$ cat src/ppt_pkg.sv
package ppt_pkg;

	// ************************************************************
	// register map (byte addresses on apb)
	// ************************************************************
	localparam logic [7:0] OFF_CTRL    = 8'h00;
	localparam logic [7:0] OFF_TIMING  = 8'h04;
	localparam logic [7:0] OFF_EVENT   = 8'h08;
	localparam logic [7:0] OFF_MASK    = 8'h0c;
	localparam logic [7:0] OFF_RXDATA  = 8'h10;
	localparam logic [7:0] OFF_STATUS  = 8'h14;
	localparam logic [7:0] OFF_TXDATA  = 8'h18;
	localparam logic [7:0] OFF_CTLCHAR = 8'h1c;

	// ************************************************************
	// field layout
	// ************************************************************
	localparam int CTRL_DIR_BIT    = 0;
	localparam int CTRL_MODE_LSB   = 1;
	localparam int CTRL_REJECT_BIT = 3;
	localparam int TIM_FIRST_LSB   = 0;
	localparam int TIM_SECOND_LSB  = 8;
	localparam int EV_RX_BIT       = 0;
	localparam int EV_TX_BIT       = 1;
	localparam int EV_CCR_BIT      = 2;
	localparam logic [7:0] EV_IMPL_MASK = 8'h0f;
	localparam int ST_BUSY_BIT     = 0;
	localparam int ST_TXPEND_BIT   = 1;

	// ************************************************************
	// reset values
	// ************************************************************
	localparam logic [3:0]  CTRL_RST   = 4'h0;
	localparam logic [15:0] TIMING_RST = 16'h0000;
	localparam logic [7:0]  EVENT_RST  = 8'h00;
	localparam logic [7:0]  MASK_RST   = 8'h00;
	localparam logic [7:0]  BYTE_RST   = 8'h00;

	// ************************************************************
	// timing: system clock period and the short fixed phase
	// ************************************************************
	localparam int PCLK_PERIOD_NS = 100;
	localparam logic [7:0] NONPULSED_COUNT = 8'h00;

	typedef enum logic [1:0] {
		PPT_MODE_OFF     = 2'b00,
		PPT_MODE_INTERLK = 2'b01,
		PPT_MODE_PULSED  = 2'b10,
		PPT_MODE_TRANSP  = 2'b11
	} ppt_mode_e;

	typedef enum logic [1:0] {
		PPT_ST_IDLE  = 2'b00,
		PPT_ST_SETUP = 2'b01,
		PPT_ST_PULSE = 2'b10
	} ppt_state_e;

endpackage

$ cat src/ppt_timer.sv
`timescale 1ns/1ps
module ppt_timer
	import ppt_pkg::*;
#(
	parameter int W = 8
) (
	// clock and reset
	input  wire logic         pclk,
	input  wire logic         presetn,
	// control
	input  wire logic         start,
	input  wire logic [W-1:0] count,
	// status
	output logic              busy,
	output logic              done
);

	logic [W-1:0] cnt_ff;
	logic [W-1:0] nxt_cnt;
	logic         busy_ff;
	logic         nxt_busy;

	// value n stays busy for n+1 cycles, done in the last
	assign done = busy_ff && (cnt_ff == '0);
	assign busy = busy_ff;

	always_comb begin
		nxt_cnt  = cnt_ff;
		nxt_busy = busy_ff;
		if (start) begin
			nxt_cnt  = count;
			nxt_busy = 1'b1;
		end else if (done) begin
			nxt_busy = 1'b0;
		end else if (busy_ff) begin
			nxt_cnt = cnt_ff - 1'b1;
		end
	end

	always_ff @(posedge pclk or negedge presetn) begin
		if (!presetn) begin
			cnt_ff  <= '0;
			busy_ff <= 1'b0;
		end else begin
			cnt_ff  <= nxt_cnt;
			busy_ff <= nxt_busy;
		end
	end

endmodule

$ cat src/ppt_top.sv
// Operation
// - direction bit 0 receives, 1 transmits
// - 16-bit timing register, second high, first low
// - first timing value n gives n+1 clocks (code: pulsed mode only; other modes give 1 clock)
// - second timing value n gives n+1 clocks (code: pulsed mode only; other modes give 1 clock)
// - both timings apply to transmit and receive
// - recognised events set bits in event register
// - event register shares serial channel address
// - write one clears event bit, zero keeps
// - event register reads without side effect
// - interrupt holds until unmasked events cleared
// - mask blocks interrupt, event still recorded
// - rejected control character stored, flag set
//
// The implementer's own choices: the register addresses and the APB slave port.
`timescale 1ns/1ps
module ppt_top
	import ppt_pkg::*;
(
	// clock and reset
	input  wire logic        pclk,
	input  wire logic        presetn,
	// apb slave
	input  wire logic        psel,
	input  wire logic        penable,
	input  wire logic        pwrite,
	input  wire logic [7:0]  paddr,
	input  wire logic [31:0] pwdata,
	output logic [31:0]      prdata,
	output logic             pready,
	output logic             pslverr,
	// parallel port pins
	input  wire logic [7:0]  pdata_in,
	output logic [7:0]       pdata_out,
	output logic             pdata_oe,
	input  wire logic        hs_in,
	input  wire logic        ctrl_flag_in,
	output logic             hs_out,
	// interrupt
	output logic             irq
);

	// ************************************************************
	// state
	// ************************************************************
	logic [3:0]  ctrl_ff,    nxt_ctrl;
	logic [15:0] timing_ff,  nxt_timing;
	logic [7:0]  event_ff,   nxt_event;
	logic [7:0]  mask_ff,    nxt_mask;
	logic [7:0]  rxdata_ff,  nxt_rxdata;
	logic [7:0]  txbuf_ff,   nxt_txbuf;
	logic [7:0]  ctlchar_ff, nxt_ctlchar;
	logic [7:0]  dout_ff,    nxt_dout;
	logic [7:0]  lat_t2_ff,  nxt_lat_t2;
	logic [31:0] prdata_ff,  nxt_prdata;
	logic        txpend_ff,  nxt_txpend;
	logic        hs_out_ff,  nxt_hs_out;
	logic        hs_in_d_ff;
	ppt_state_e  state_ff,   nxt_state;

	logic        wr_en;
	logic        rd_setup;
	logic        mapped;
	logic [7:0]  ev_set;
	logic [7:0]  ev_clr;
	logic        tmr_start;
	logic [7:0]  tmr_count;
	logic        tmr_done;
	logic        dir_tx;
	logic        active;
	logic        pulsed;
	logic [7:0]  t1;
	logic [7:0]  t2;
	ppt_mode_e   mode;

	assign dir_tx = ctrl_ff[CTRL_DIR_BIT];
	assign mode   = ppt_mode_e'(ctrl_ff[CTRL_MODE_LSB +: 2]);
	assign active = (mode != PPT_MODE_OFF);
	assign pulsed = (mode == PPT_MODE_PULSED);
	// other handshake modes run the phases at the shortest length
	assign t1 = pulsed ? timing_ff[TIM_FIRST_LSB +: 8] : NONPULSED_COUNT;
	assign t2 = pulsed ? timing_ff[TIM_SECOND_LSB +: 8] : NONPULSED_COUNT;

	// ************************************************************
	// apb slave: zero wait states, read data latched in setup
	// ************************************************************
	assign wr_en    = psel && penable && pwrite;
	assign rd_setup = psel && !penable && !pwrite;
	assign pready   = 1'b1;
	assign prdata   = prdata_ff;
	assign pslverr  = psel && penable && !mapped;

	always_comb begin
		case (paddr)
			OFF_CTRL, OFF_TIMING, OFF_EVENT, OFF_MASK,
			OFF_RXDATA, OFF_STATUS, OFF_TXDATA, OFF_CTLCHAR: mapped = 1'b1;
			default: mapped = 1'b0;
		endcase
	end

	always_comb begin
		nxt_prdata = prdata_ff;
		if (rd_setup) begin
			case (paddr)
				OFF_CTRL:    nxt_prdata = {28'h0000000, ctrl_ff};
				OFF_TIMING:  nxt_prdata = {16'h0000, timing_ff};
				// shares the serial channel's event address; no side effect
				OFF_EVENT:   nxt_prdata = {24'h000000, event_ff};
				OFF_MASK:    nxt_prdata = {24'h000000, mask_ff};
				OFF_RXDATA:  nxt_prdata = {24'h000000, rxdata_ff};
				OFF_STATUS:  nxt_prdata = {30'h00000000, txpend_ff,
					state_ff != PPT_ST_IDLE};
				OFF_TXDATA:  nxt_prdata = {24'h000000, txbuf_ff};
				OFF_CTLCHAR: nxt_prdata = {24'h000000, ctlchar_ff};
				default:     nxt_prdata = 32'h00000000;
			endcase
		end
	end

	// ************************************************************
	// configuration registers
	// ************************************************************
	always_comb begin
		nxt_ctrl   = ctrl_ff;
		nxt_timing = timing_ff;
		nxt_mask   = mask_ff;
		nxt_txbuf  = txbuf_ff;
		if (wr_en) begin
			case (paddr)
				OFF_CTRL:   nxt_ctrl   = pwdata[3:0];
				OFF_TIMING: nxt_timing = pwdata[15:0];
				OFF_MASK:   nxt_mask   = pwdata[7:0] & EV_IMPL_MASK;
				OFF_TXDATA: nxt_txbuf  = pwdata[7:0];
				default:    nxt_ctrl   = ctrl_ff;
			endcase
		end
	end

	// ************************************************************
	// events and interrupt
	// ************************************************************
	assign ev_clr = (wr_en && paddr == OFF_EVENT) ? pwdata[7:0] : 8'h00;

	always_comb begin
		// a set in the clearing cycle wins
		nxt_event = ((event_ff & ~ev_clr) | ev_set) & EV_IMPL_MASK;
	end

	assign irq = |(event_ff & mask_ff);

	// ************************************************************
	// handshake sequencer
	// ************************************************************
	ppt_timer #(
		.W(8)
	) u_timer (
		.pclk    (pclk),
		.presetn (presetn),
		.start   (tmr_start),
		.count   (tmr_count),
		.busy    (),
		.done    (tmr_done)
	);

	always_comb begin
		nxt_state   = state_ff;
		nxt_rxdata  = rxdata_ff;
		nxt_ctlchar = ctlchar_ff;
		nxt_dout    = dout_ff;
		nxt_lat_t2  = lat_t2_ff;
		nxt_hs_out  = hs_out_ff;
		nxt_txpend  = txpend_ff;
		ev_set      = 8'h00;
		tmr_start   = 1'b0;
		tmr_count   = t1;
		if (wr_en && paddr == OFF_TXDATA) begin
			nxt_txpend = 1'b1;
		end
		case (state_ff)
			PPT_ST_IDLE: begin
				if (active && dir_tx && txpend_ff) begin
					nxt_dout   = txbuf_ff;
					nxt_txpend = 1'b0;
					nxt_lat_t2 = t2;
					tmr_start  = 1'b1;
					nxt_state  = PPT_ST_SETUP;
				end else if (active && !dir_tx && hs_in && !hs_in_d_ff) begin
					if (ctrl_flag_in && ctrl_ff[CTRL_REJECT_BIT]) begin
						nxt_ctlchar         = pdata_in;
						ev_set[EV_CCR_BIT]  = 1'b1;
					end else begin
						nxt_rxdata          = pdata_in;
						ev_set[EV_RX_BIT]   = 1'b1;
					end
					nxt_lat_t2 = t2;
					tmr_start  = 1'b1;
					nxt_state  = PPT_ST_SETUP;
				end
			end
			PPT_ST_SETUP: begin
				if (tmr_done) begin
					tmr_start  = 1'b1;
					tmr_count  = lat_t2_ff;
					nxt_hs_out = 1'b1;
					nxt_state  = PPT_ST_PULSE;
				end
			end
			PPT_ST_PULSE: begin
				if (tmr_done) begin
					nxt_hs_out = 1'b0;
					nxt_state  = PPT_ST_IDLE;
					if (dir_tx) begin
						ev_set[EV_TX_BIT] = 1'b1;
					end
				end
			end
			default: begin
				nxt_hs_out = 1'b0;
				nxt_state  = PPT_ST_IDLE;
			end
		endcase
	end

	// drive the bus only as a transmitter
	assign pdata_oe  = active && dir_tx;
	assign pdata_out = dout_ff;
	assign hs_out    = hs_out_ff;

	always_ff @(posedge pclk or negedge presetn) begin
		if (!presetn) begin
			ctrl_ff    <= CTRL_RST;
			timing_ff  <= TIMING_RST;
			event_ff   <= EVENT_RST;
			mask_ff    <= MASK_RST;
			rxdata_ff  <= BYTE_RST;
			txbuf_ff   <= BYTE_RST;
			ctlchar_ff <= BYTE_RST;
			dout_ff    <= BYTE_RST;
			lat_t2_ff  <= BYTE_RST;
			prdata_ff  <= 32'h00000000;
			txpend_ff  <= 1'b0;
			hs_out_ff  <= 1'b0;
			hs_in_d_ff <= 1'b0;
			state_ff   <= PPT_ST_IDLE;
		end else begin
			ctrl_ff    <= nxt_ctrl;
			timing_ff  <= nxt_timing;
			event_ff   <= nxt_event;
			mask_ff    <= nxt_mask;
			rxdata_ff  <= nxt_rxdata;
			txbuf_ff   <= nxt_txbuf;
			ctlchar_ff <= nxt_ctlchar;
			dout_ff    <= nxt_dout;
			lat_t2_ff  <= nxt_lat_t2;
			prdata_ff  <= nxt_prdata;
			txpend_ff  <= nxt_txpend;
			hs_out_ff  <= nxt_hs_out;
			hs_in_d_ff <= hs_in;
			state_ff   <= nxt_state;
		end
	end

	// ************************************************************
	// checks; helper counts cycles spent in the current phase
	// ************************************************************
	logic [8:0] ph_cnt_ff;
	logic [7:0] lat_t1_ff;
	always_ff @(posedge pclk or negedge presetn) begin
		if (!presetn) begin
			ph_cnt_ff <= 9'h000;
			lat_t1_ff <= 8'h00;
		end else begin
			ph_cnt_ff <= (nxt_state != state_ff) ? 9'h001 : ph_cnt_ff + 9'h001;
			if (tmr_start && state_ff == PPT_ST_IDLE) begin
				lat_t1_ff <= t1;
			end
		end
	end

	dir_oe_a: assert property (@(posedge pclk) disable iff (!presetn)
		pdata_oe |-> (ctrl_ff[CTRL_DIR_BIT] && mode != PPT_MODE_OFF))
		else $error("data driven while not a transmitter");
	timing_write_a: assert property (@(posedge pclk) disable iff (!presetn)
		(wr_en && paddr == OFF_TIMING) |=> timing_ff == $past(pwdata[15:0]))
		else $error("timing register did not take the write");
	setup_len_a: assert property (@(posedge pclk) disable iff (!presetn)
		(state_ff == PPT_ST_SETUP && nxt_state == PPT_ST_PULSE)
		|-> ph_cnt_ff == {1'b0, lat_t1_ff} + 9'h001)
		else $error("first phase length wrong");
	pulse_len_a: assert property (@(posedge pclk) disable iff (!presetn)
		$fell(hs_out) |-> $past(ph_cnt_ff) == {1'b0, lat_t2_ff} + 9'h001)
		else $error("second phase length wrong");
	rx_event_a: assert property (@(posedge pclk) disable iff (!presetn)
		(ev_set[EV_RX_BIT]) |=> event_ff[EV_RX_BIT] && rxdata_ff == $past(pdata_in))
		else $error("receive event not recorded");
	// a zero written to the receive bit must leave it alone
	w1c_clear_a: assert property (@(posedge pclk) disable iff (!presetn)
		(ev_clr[EV_TX_BIT] && !ev_set[EV_TX_BIT]) ##1 !ev_set[EV_TX_BIT]
		|-> !event_ff[EV_TX_BIT] && (!$past(event_ff[EV_RX_BIT])
		|| event_ff[EV_RX_BIT] || $past(ev_clr[EV_RX_BIT])))
		else $error("write one did not clear event bit");
	read_clean_a: assert property (@(posedge pclk) disable iff (!presetn)
		(rd_setup && paddr == OFF_EVENT && ev_clr == 8'h00)
		|=> (($past(event_ff) & ~event_ff) == 8'h00))
		else $error("event read changed a bit");
	// irq may only drop after an unmasked set bit is cleared
	irq_hold_a: assert property (@(posedge pclk) disable iff (!presetn)
		(($past(irq) && mask_ff == $past(mask_ff)
		&& $past(ev_clr & event_ff & mask_ff) == 8'h00) |-> irq)
		and ((mask_ff == 8'h00) |-> !irq))
		else $error("interrupt level does not follow unmasked events");
	ccr_store_a: assert property (@(posedge pclk) disable iff (!presetn)
		ev_set[EV_CCR_BIT] |=> event_ff[EV_CCR_BIT] && ctlchar_ff == $past(pdata_in))
		else $error("control character not stored");
	resv_zero_a: assert property (@(posedge pclk) disable iff (!presetn)
		event_ff[7:4] == 4'h0 && mask_ff[7:4] == 4'h0)
		else $error("reserved event bits not zero");

endmodule

$ cat config.mk
export PLATFORM = sky130hd
export DESIGN_NAME = ppt_top
export DESIGN_NICKNAME = d
export VERILOG_FILES = /design/src/ppt_pkg.sv /design/src/ppt_timer.sv /design/src/ppt_top.sv
export SDC_FILE = /design/constraint.sdc
export NUM_CORES = 1
export LEC_CHECK = 0
export ABC_CLOCK_PERIOD_IN_PS = 3400
export BUFFER_PORTS_ARGS = -buffer_cell sky130_fd_sc_hd__buf_2
export CAP_MARGIN = 20
export CORE_ASPECT_RATIO = 1.5
export CORE_UTILIZATION = 50
export DETAILED_ROUTE_END_ITERATION = 16
export GPL_ROUTABILITY_DRIVEN = 0
export PLACE_DENSITY = 0.74
export REMOVE_ABC_BUFFERS = 1
export SYNTH_ARGS = -nofsm -noshare
export SYNTH_HDL_FRONTEND = slang
export SYNTH_HIERARCHICAL = 1
export SYNTH_SLANG_ARGS = --single-unit
$ cat constraint.sdc
create_clock -name pclk -period 3.4 [get_ports pclk]
set_input_delay 0.51 -clock pclk [delete_from_list [all_inputs] [get_ports pclk]]
set_output_delay 0.51 -clock pclk [all_outputs]
set_load 0.005 [all_outputs]
==> flow_summary.ini, run 1 <==
[status]
status = complete, no violations

[sta]
tightest_slew_ns = 0.852
worst_slack_ns = 0.439
period_needed_ns = 2.96
timing.final.setup_violations = 0
timing.final.crit_share_pct = 87.1
maxSlewHeadroom_pct = 42.8
slew_violations = 0
tns_ns = 0
max_freq_mhz = 338
skew_ns = 0.00533
hold_viol = 0
grt_setup_unrepaired = false

[synthesis]
ys.flop_type = dfrtp_1
synthSimpleGateAreaFrac_pct = 13.9
syn_inst = 416
synth_compound_area_share_pct = 12.7
synth_xor_area_share_pct = 0
syn_area_per_cell_um2 = 11.4
synth.ff_latch_count = 98
synth_cell_types = 61
async_flop_share_pct = 100
ys_seq_area_share_pct = 51.5
yosys_warnings = 6
synth_edf_count = 0
synth_mux_area_share_pct = 16.1
synth_top_family_by_area = multiplexers
synth_adder_area_share_pct = 0.526
synth.cell_area_mm2 = 0.00476

[route]
vias_per_cell = 5.76
drc_errors = 0
drt-initial-drc-count = 183
drtPass1Iterations = 5
wl_mm = 10.3
wire_per_inst_um = 17.4
via_count = 3428
antenna_left = 0

[clock_network]
clkLatencyLatePin_ns = 0.34
numClockSinks = 98
hold_buffers = 0
cts.clk_slew.worst_paths_ns = 0.06
cts_resized = 0
cts_max_path_buffers = 2
cts_buffers = 9
htreeDepth = 3
root_buffer = clkbuf_16
cts_tree = yes
post_cts_buffers = 0

[final_layout]
drive_gt1_share_pct = 33.3
fillCellCount = 830
finalNonFillerCells = 595
n_antenna_cell = 0
layout_commonest_cell = dfrtp_1
area_growth_pct = 13.3
layout_common_cells = dfrtp_1 (98), buf_2 (65), mux2_2 (57), nand2_1 (47), o21ai_0 (27)
design_area_mm2 = 0.00539
nNetsFinal = 535

[setup_path]
cp.arrival_ns = 3.18
worstPathRequired_ns = 3.62
path_cells = inv_1 -> ha_1 -> or3b_2 -> nor2_1 -> and2_1 -> nand2_1 -> o21ai_0 -> buf_4 -> inv_1 -> o2111ai_1 -> or3b_1
cpMostUsedCell = inv_1
end_kind = flip-flop
critPathSlowestCell = or3b_2
critPathKind = flip-flop to flip-flop
crit_fanout = 12
max_stage_delay_ns = 0.56
path_buf_inv = 3
startpoint_type = flip-flop
cp_top_family = simple AND/OR/NAND/NOR gates

[global_route]
grt_pass1_vias = 3264
grt_max_degree = 61
grt_pass1_wl_mm = 16.7
antenna_found_initial = 0
gr-usage-all-layers_pct = 22.8
gr-total-overflow = 0

[place]
hpwl_mm = 7.42
dpl_cell_area_mm2 = 0.00513
dpl_worst_slack_ns = 0.498
numPortBuffers = 66
place_inst = 579

[floorplan]
num_rows = 43
die_h_um = 121
initial_core_util_pct = 51.4
dieArea_mm2 = 0.00992
core_mm2 = 0.00925
design.portCount = 100
die_x_um = 81.7

[run]
maxCapViolations = 0

[pwr]
p_leak_nw = 2.68
p_per_area_mw_per_mm2 = 477
ir_drop_mv = 0.299

[min_path]
hold_path_class = input port to asynchronous set/reset pin
## state kept, by name (all words and copies together), names as in the netlist
register	cells
hs_out	1
ctlchar_ff	8
mask_ff	4
pdata_out	8
lat_t2_ff	8
timing_ff	16
prdata	16
u_timer/cnt_ff	8
state_ff	2
rxdata_ff	8
txpend_ff	1
event_ff	4
u_timer/busy	1
ctrl_ff	4
hs_in_d_ff	1
txbuf_ff	8
## path summary, 6_finish.rpt
kind,slack [ns],endpoint,cells after the start,from
worst min-delay path,0.23,txbuf_ff[1],1,presetn
max in group asynchronous,2.41,timing_ff[15],2,presetn
worst max register to register,0.44,u_timer/cnt_ff[0],11,u_timer/cnt_ff[0]
worst min register to register,0.48,prdata[6],2,prdata[6]
worst max-delay path,0.44,u_timer/cnt_ff[0],11,u_timer/cnt_ff[0]
min in group pclk,0.28,hs_in_d_ff,1,hs_in
## cell usage after synthesis (2+ instances only)
cell type | count | area, µm²
a21o_1 | 2 | 15.0
a21oi_1 | 3 | 15.0
a221oi_1 | 2 | 17.5
a22o_1 | 13 | 114
a22oi_1 | 7 | 52.6
a2bb2oi_1 | 2 | 17.5
a31oi_1 | 5 | 31.3
a32o_1 | 2 | 20.0
and2_1 | 4 | 25.0
and3_1 | 2 | 12.5
buf_2 | 7 | 35.0
buf_4 | 17 | 128
clkbuf_1 | 13 | 48.8
conb_1 | 2 | 7.51
dfrtp_1 | 98 | 2450
ha_1 | 2 | 25.0
inv_1 | 6 | 22.5
mux2_2 | 57 | 642
mux2i_1 | 8 | 80.1
mux4_2 | 2 | 45.0
nand2_1 | 47 | 176
nand2b_1 | 8 | 50.1
nand3_1 | 4 | 20.0
nor2_1 | 20 | 75.1
nor2b_1 | 5 | 31.3
nor3_1 | 2 | 10.0
nor3b_1 | 2 | 15.0
nor4_4 | 2 | 42.5
o2111ai_1 | 2 | 17.5
o211ai_1 | 4 | 30.0
o21ai_0 | 27 | 135
o221a_2 | 2 | 22.5
o22ai_1 | 4 | 25.0
or3b_2 | 3 | 26.3
or4_1 | 4 | 30.0
## power breakdown
part           internal [W]  switching [W]  leakage [nW]
clock network      0.000497       0.000427         0.123
registers           0.00123      0.0000777          1.35
logic              0.000144       0.000198          1.21
## per-layer routing
metal	up-vias	track usage, %	part of all wire [%]
met4	0	11.5	3.1
met1	1710	29.1	41
met5	-	0	0
li1	1600	-	-
met2	101	36.7	51
met3	17	3.68	4.4
## final cells by class
type	count	area (µm²)	area share [%]
timing repair buffer	74	393	7.29
tap	112	140	2.60
multi-input combinational	289	2120	39.3
clock buffer	12	236	4.39
clock inverter	4	28.8	0.534
inverter	6	22.5	0.418
sequential	98	2450	45.5
## stage by stage
step | utilization, % | power (W) | hold slack (ns)
2_1_floorplan | - | 0.00153 | 0.214
3_3_place_gp | 55.4 | 0.00164 | 0.466
3_5_place_dp | 55.4 | 0.00166 | 0.470
4_1_cts | 58.3 | 0.00258 | 0.265
5_1_grt | 58.3 | 0.00268 | 0.282
6_report | 58.3 | 0.00257 | 0.231
## cells by family after synthesis
family	after synthesis
AO/OA/AOI/OAI	85
adder cells (fa/ha/maj)	2
buffers and inverters	44
flip-flops	98
AND/OR/NAND/NOR	118
other	2
multiplexers	67
No activity file was read; power rests on OpenSTA's default activity.
==> run 2: changes to the inputs <==
--- a/config.mk
+++ b/config.mk
@@ -16,5 +16,4 @@
 export REMOVE_ABC_BUFFERS = 1
 export SYNTH_ARGS = -nofsm -noshare
 export SYNTH_HDL_FRONTEND = slang
-export SYNTH_HIERARCHICAL = 1
 export SYNTH_SLANG_ARGS = --single-unit
==> run 2 against run 1 <==
Effect of this change:
- synthesized area decreased by 3.1%
- clock power increased by 19%
- fmax increased by 23%
- wire length increased by 0.49%
- design area decreased by 1.5%
- cell count decreased by 3.4%
- largest power group unchanged
==> flow_summary.ini, run 2 <==
[run]
maxCapViolations = 0

[final_layout]
fillCellCount = 764
layout_commonest_cell = dfrtp_1
seqCellArea_mm2 = 0.00245
layout_common_cells = dfrtp_1 (98), buf_2 (65), mux2_2 (57), nand2_1 (38), o21ai_0 (24)
drive_gt1_share_pct = 35.3
nNetsFinal = 516
multi_input_area_mm2 = 0.00198
area_growth_pct = 15.2
n_antenna_cell = 0

[synthesis]
synth.most_common_cell = dfrtp_1
synth.ff_latch_count = 98
syn_area_per_cell_um2 = 11.6
synth_xor_area_share_pct = 0.380
yosys_warnings = 0
synth_edf_count = 0
synth_top_family_by_area = multiplexers
synth.cell_area_mm2 = 0.00461
ys_seq_area_share_pct = 53.2
async_flop_share_pct = 100
yosysTopAreaCell = dfrtp_1
synthTopCellsByCount = dfrtp_1 (98), mux2_2 (57), nand2_1 (38), o21ai_0 (24), nor2_1 (18)
synth_cell_types = 57
synth_mux_area_share_pct = 18.1
synth_top_cells_by_area = dfrtp_1 (53%), mux2_2 (14%), nand2_1 (3.1%), buf_4 (2.8%), o21ai_0 (2.6%)
synth_top_area_share_pct = 53.2
synthSimpleGateAreaFrac_pct = 12.1
synth_compound_area_share_pct = 10.8
ys.flop_type = dfrtp_1
synth_adder_area_share_pct = 0.271
syn_inst = 396

[global_route]
gr-total-overflow = 0
grt_pass1_wl_mm = 17.1
grt_max_degree = 46
grt_pass1_vias = 3371
antenna_found_initial = 0
gr-usage-all-layers_pct = 24.1

[clock_network]
numClockSinks = 98
cts.clk_slew.worst_paths_ns = 0.06
post_cts_buffers = 0
root_buffer = clkbuf_16
htreeDepth = 3
cts_resized = 0
hold_buffers = 0
cts_buffers = 9
cts_max_path_buffers = 2
clkLatencyLatePin_ns = 0.35
cts_tree = yes

[sta]
grt_setup_unrepaired = false
tns_ns = 0
whs_ns = 0.153
max_freq_mhz = 415
timing.final.setup_violations = 0
tightest_slew_ns = 0.819
skew_ns = 0.00517
hold_viol = 0
timing.final.crit_share_pct = 70.9
maxSlewHeadroom_pct = 45.1
period_needed_ns = 2.41
worst_slack_ns = 0.990
slew_violations = 0

[floorplan]
num_rows = 42
core_mm2 = 0.00888
dieArea_mm2 = 0.00962
die_h_um = 120
initial_core_util_pct = 51.9
design.portCount = 100
die_x_um = 80.4

[place]
hpwl_mm = 7.58
numPortBuffers = 66
dpl_worst_slack_ns = 0.841

[setup_path]
critPathKind = flip-flop to flip-flop
r2r_cells = 7
cp.arrival_ns = 2.65
r2r_start = u_timer.cnt_ff[1]
r2r_end = u_timer.cnt_ff[1]
crit_fanout = 10
startpoint_type = flip-flop
end_kind = flip-flop
worstPathRequired_ns = 3.64
rrSetupSlack_ns = 0.99

[pwr]
p_leak_nw = 2.61
p_per_area_mw_per_mm2 = 450
ir_drop_mv = 0.381

[route]
drt-initial-drc-count = 238
wire_per_inst_um = 18.1
drtPass1Iterations = 4
via_count = 3303
wl_mm = 10.4
drc_errors = 0
antenna_left = 0
vias_per_cell = 5.74

[min_path]
hold_path_class = input port to asynchronous set/reset pin

[status]
status = complete, no violations
-- run 2: where the power goes --
| group | internal [W] | switching, W | total (W) | leakage [nW] |
|---|---|---|---|---|
| logic | 0.0000409 | 0.0000693 | 0.000110 | 1.17 |
| registers | 0.00118 | 0.00000856 | 0.00119 | 1.28 |
| clock network | 0.000667 | 0.000429 | 0.00110 | 0.157 |
| total | 0.00189 | 0.000507 | 0.00239 | 2.61 |
-- run 2: worst max-delay path: stages (launching register included) --
cell     delay (ns)
dfrtp_1        0.41
inv_1          0.09
ha_1           0.16
nor4b_2        0.47
nand4_2        0.38
and2_1         0.40
o21a_1         0.15
o32ai_1        0.24
-- run 2: per-layer routing --
metal / track usage (%) / up-vias / wire, µm
li1: - / 1528 / -
met1: 28.8 / 1656 / 4080
met2: 40.5 / 98 / 5590
met3: 5.40 / 21 / 401
met4: 11.4 / 0 / 308
met5: 0 / - / 0
-- run 2: worst max-delay path by stage --
| stage | slack (ns) | start | endpoint |
|---|---|---|---|
| floorplan | 1.17 | paddr[5] | timing_ff[0] |
| global placement | 0.87 | pwrite | prdata[3] |
| detailed placement | 0.84 | paddr[5] | timing_ff[15] |
| CTS | 1.01 | u_timer.cnt_ff[1] | u_timer.cnt_ff[1] |
| global route | 0.80 | u_timer.cnt_ff[1] | u_timer.cnt_ff[1] |
| finish | 0.99 | u_timer.cnt_ff[1] | u_timer.cnt_ff[1] |
-- run 2: logic make-up after synthesis --
family,after synthesis
xor+xnor,2
flops,98
simple gates,105
fa+ha+maj,1
compound gates,75
mux,70
other cells,2
buf+inv,43
-- run 2: layout make-up --
type | instances | area share (%)
inverters | 7 | 0.495
flip-flops and latches | 98 | 46.2
clock inverters | 4 | 1.39
well taps | 110 | 2.59
multi-input cells | 270 | 37.3
repair buffers | 74 | 7.40
clock buffers | 12 | 4.64
-- run 2: per-stage QoR --
step / std cells / utilization, % / total power (W) / instance area, µm²
detailed placement: 559 / 56.2 / 0.00132 / 4990
floorplan: 375 / - / 0.00124 / 4460
CTS: 575 / 59.8 / 0.00241 / 5310
finish: 575 / 59.8 / 0.00239 / 5310
global placement: 559 / 56.2 / 0.00132 / 4990
global route: 575 / 59.8 / 0.00247 / 5310
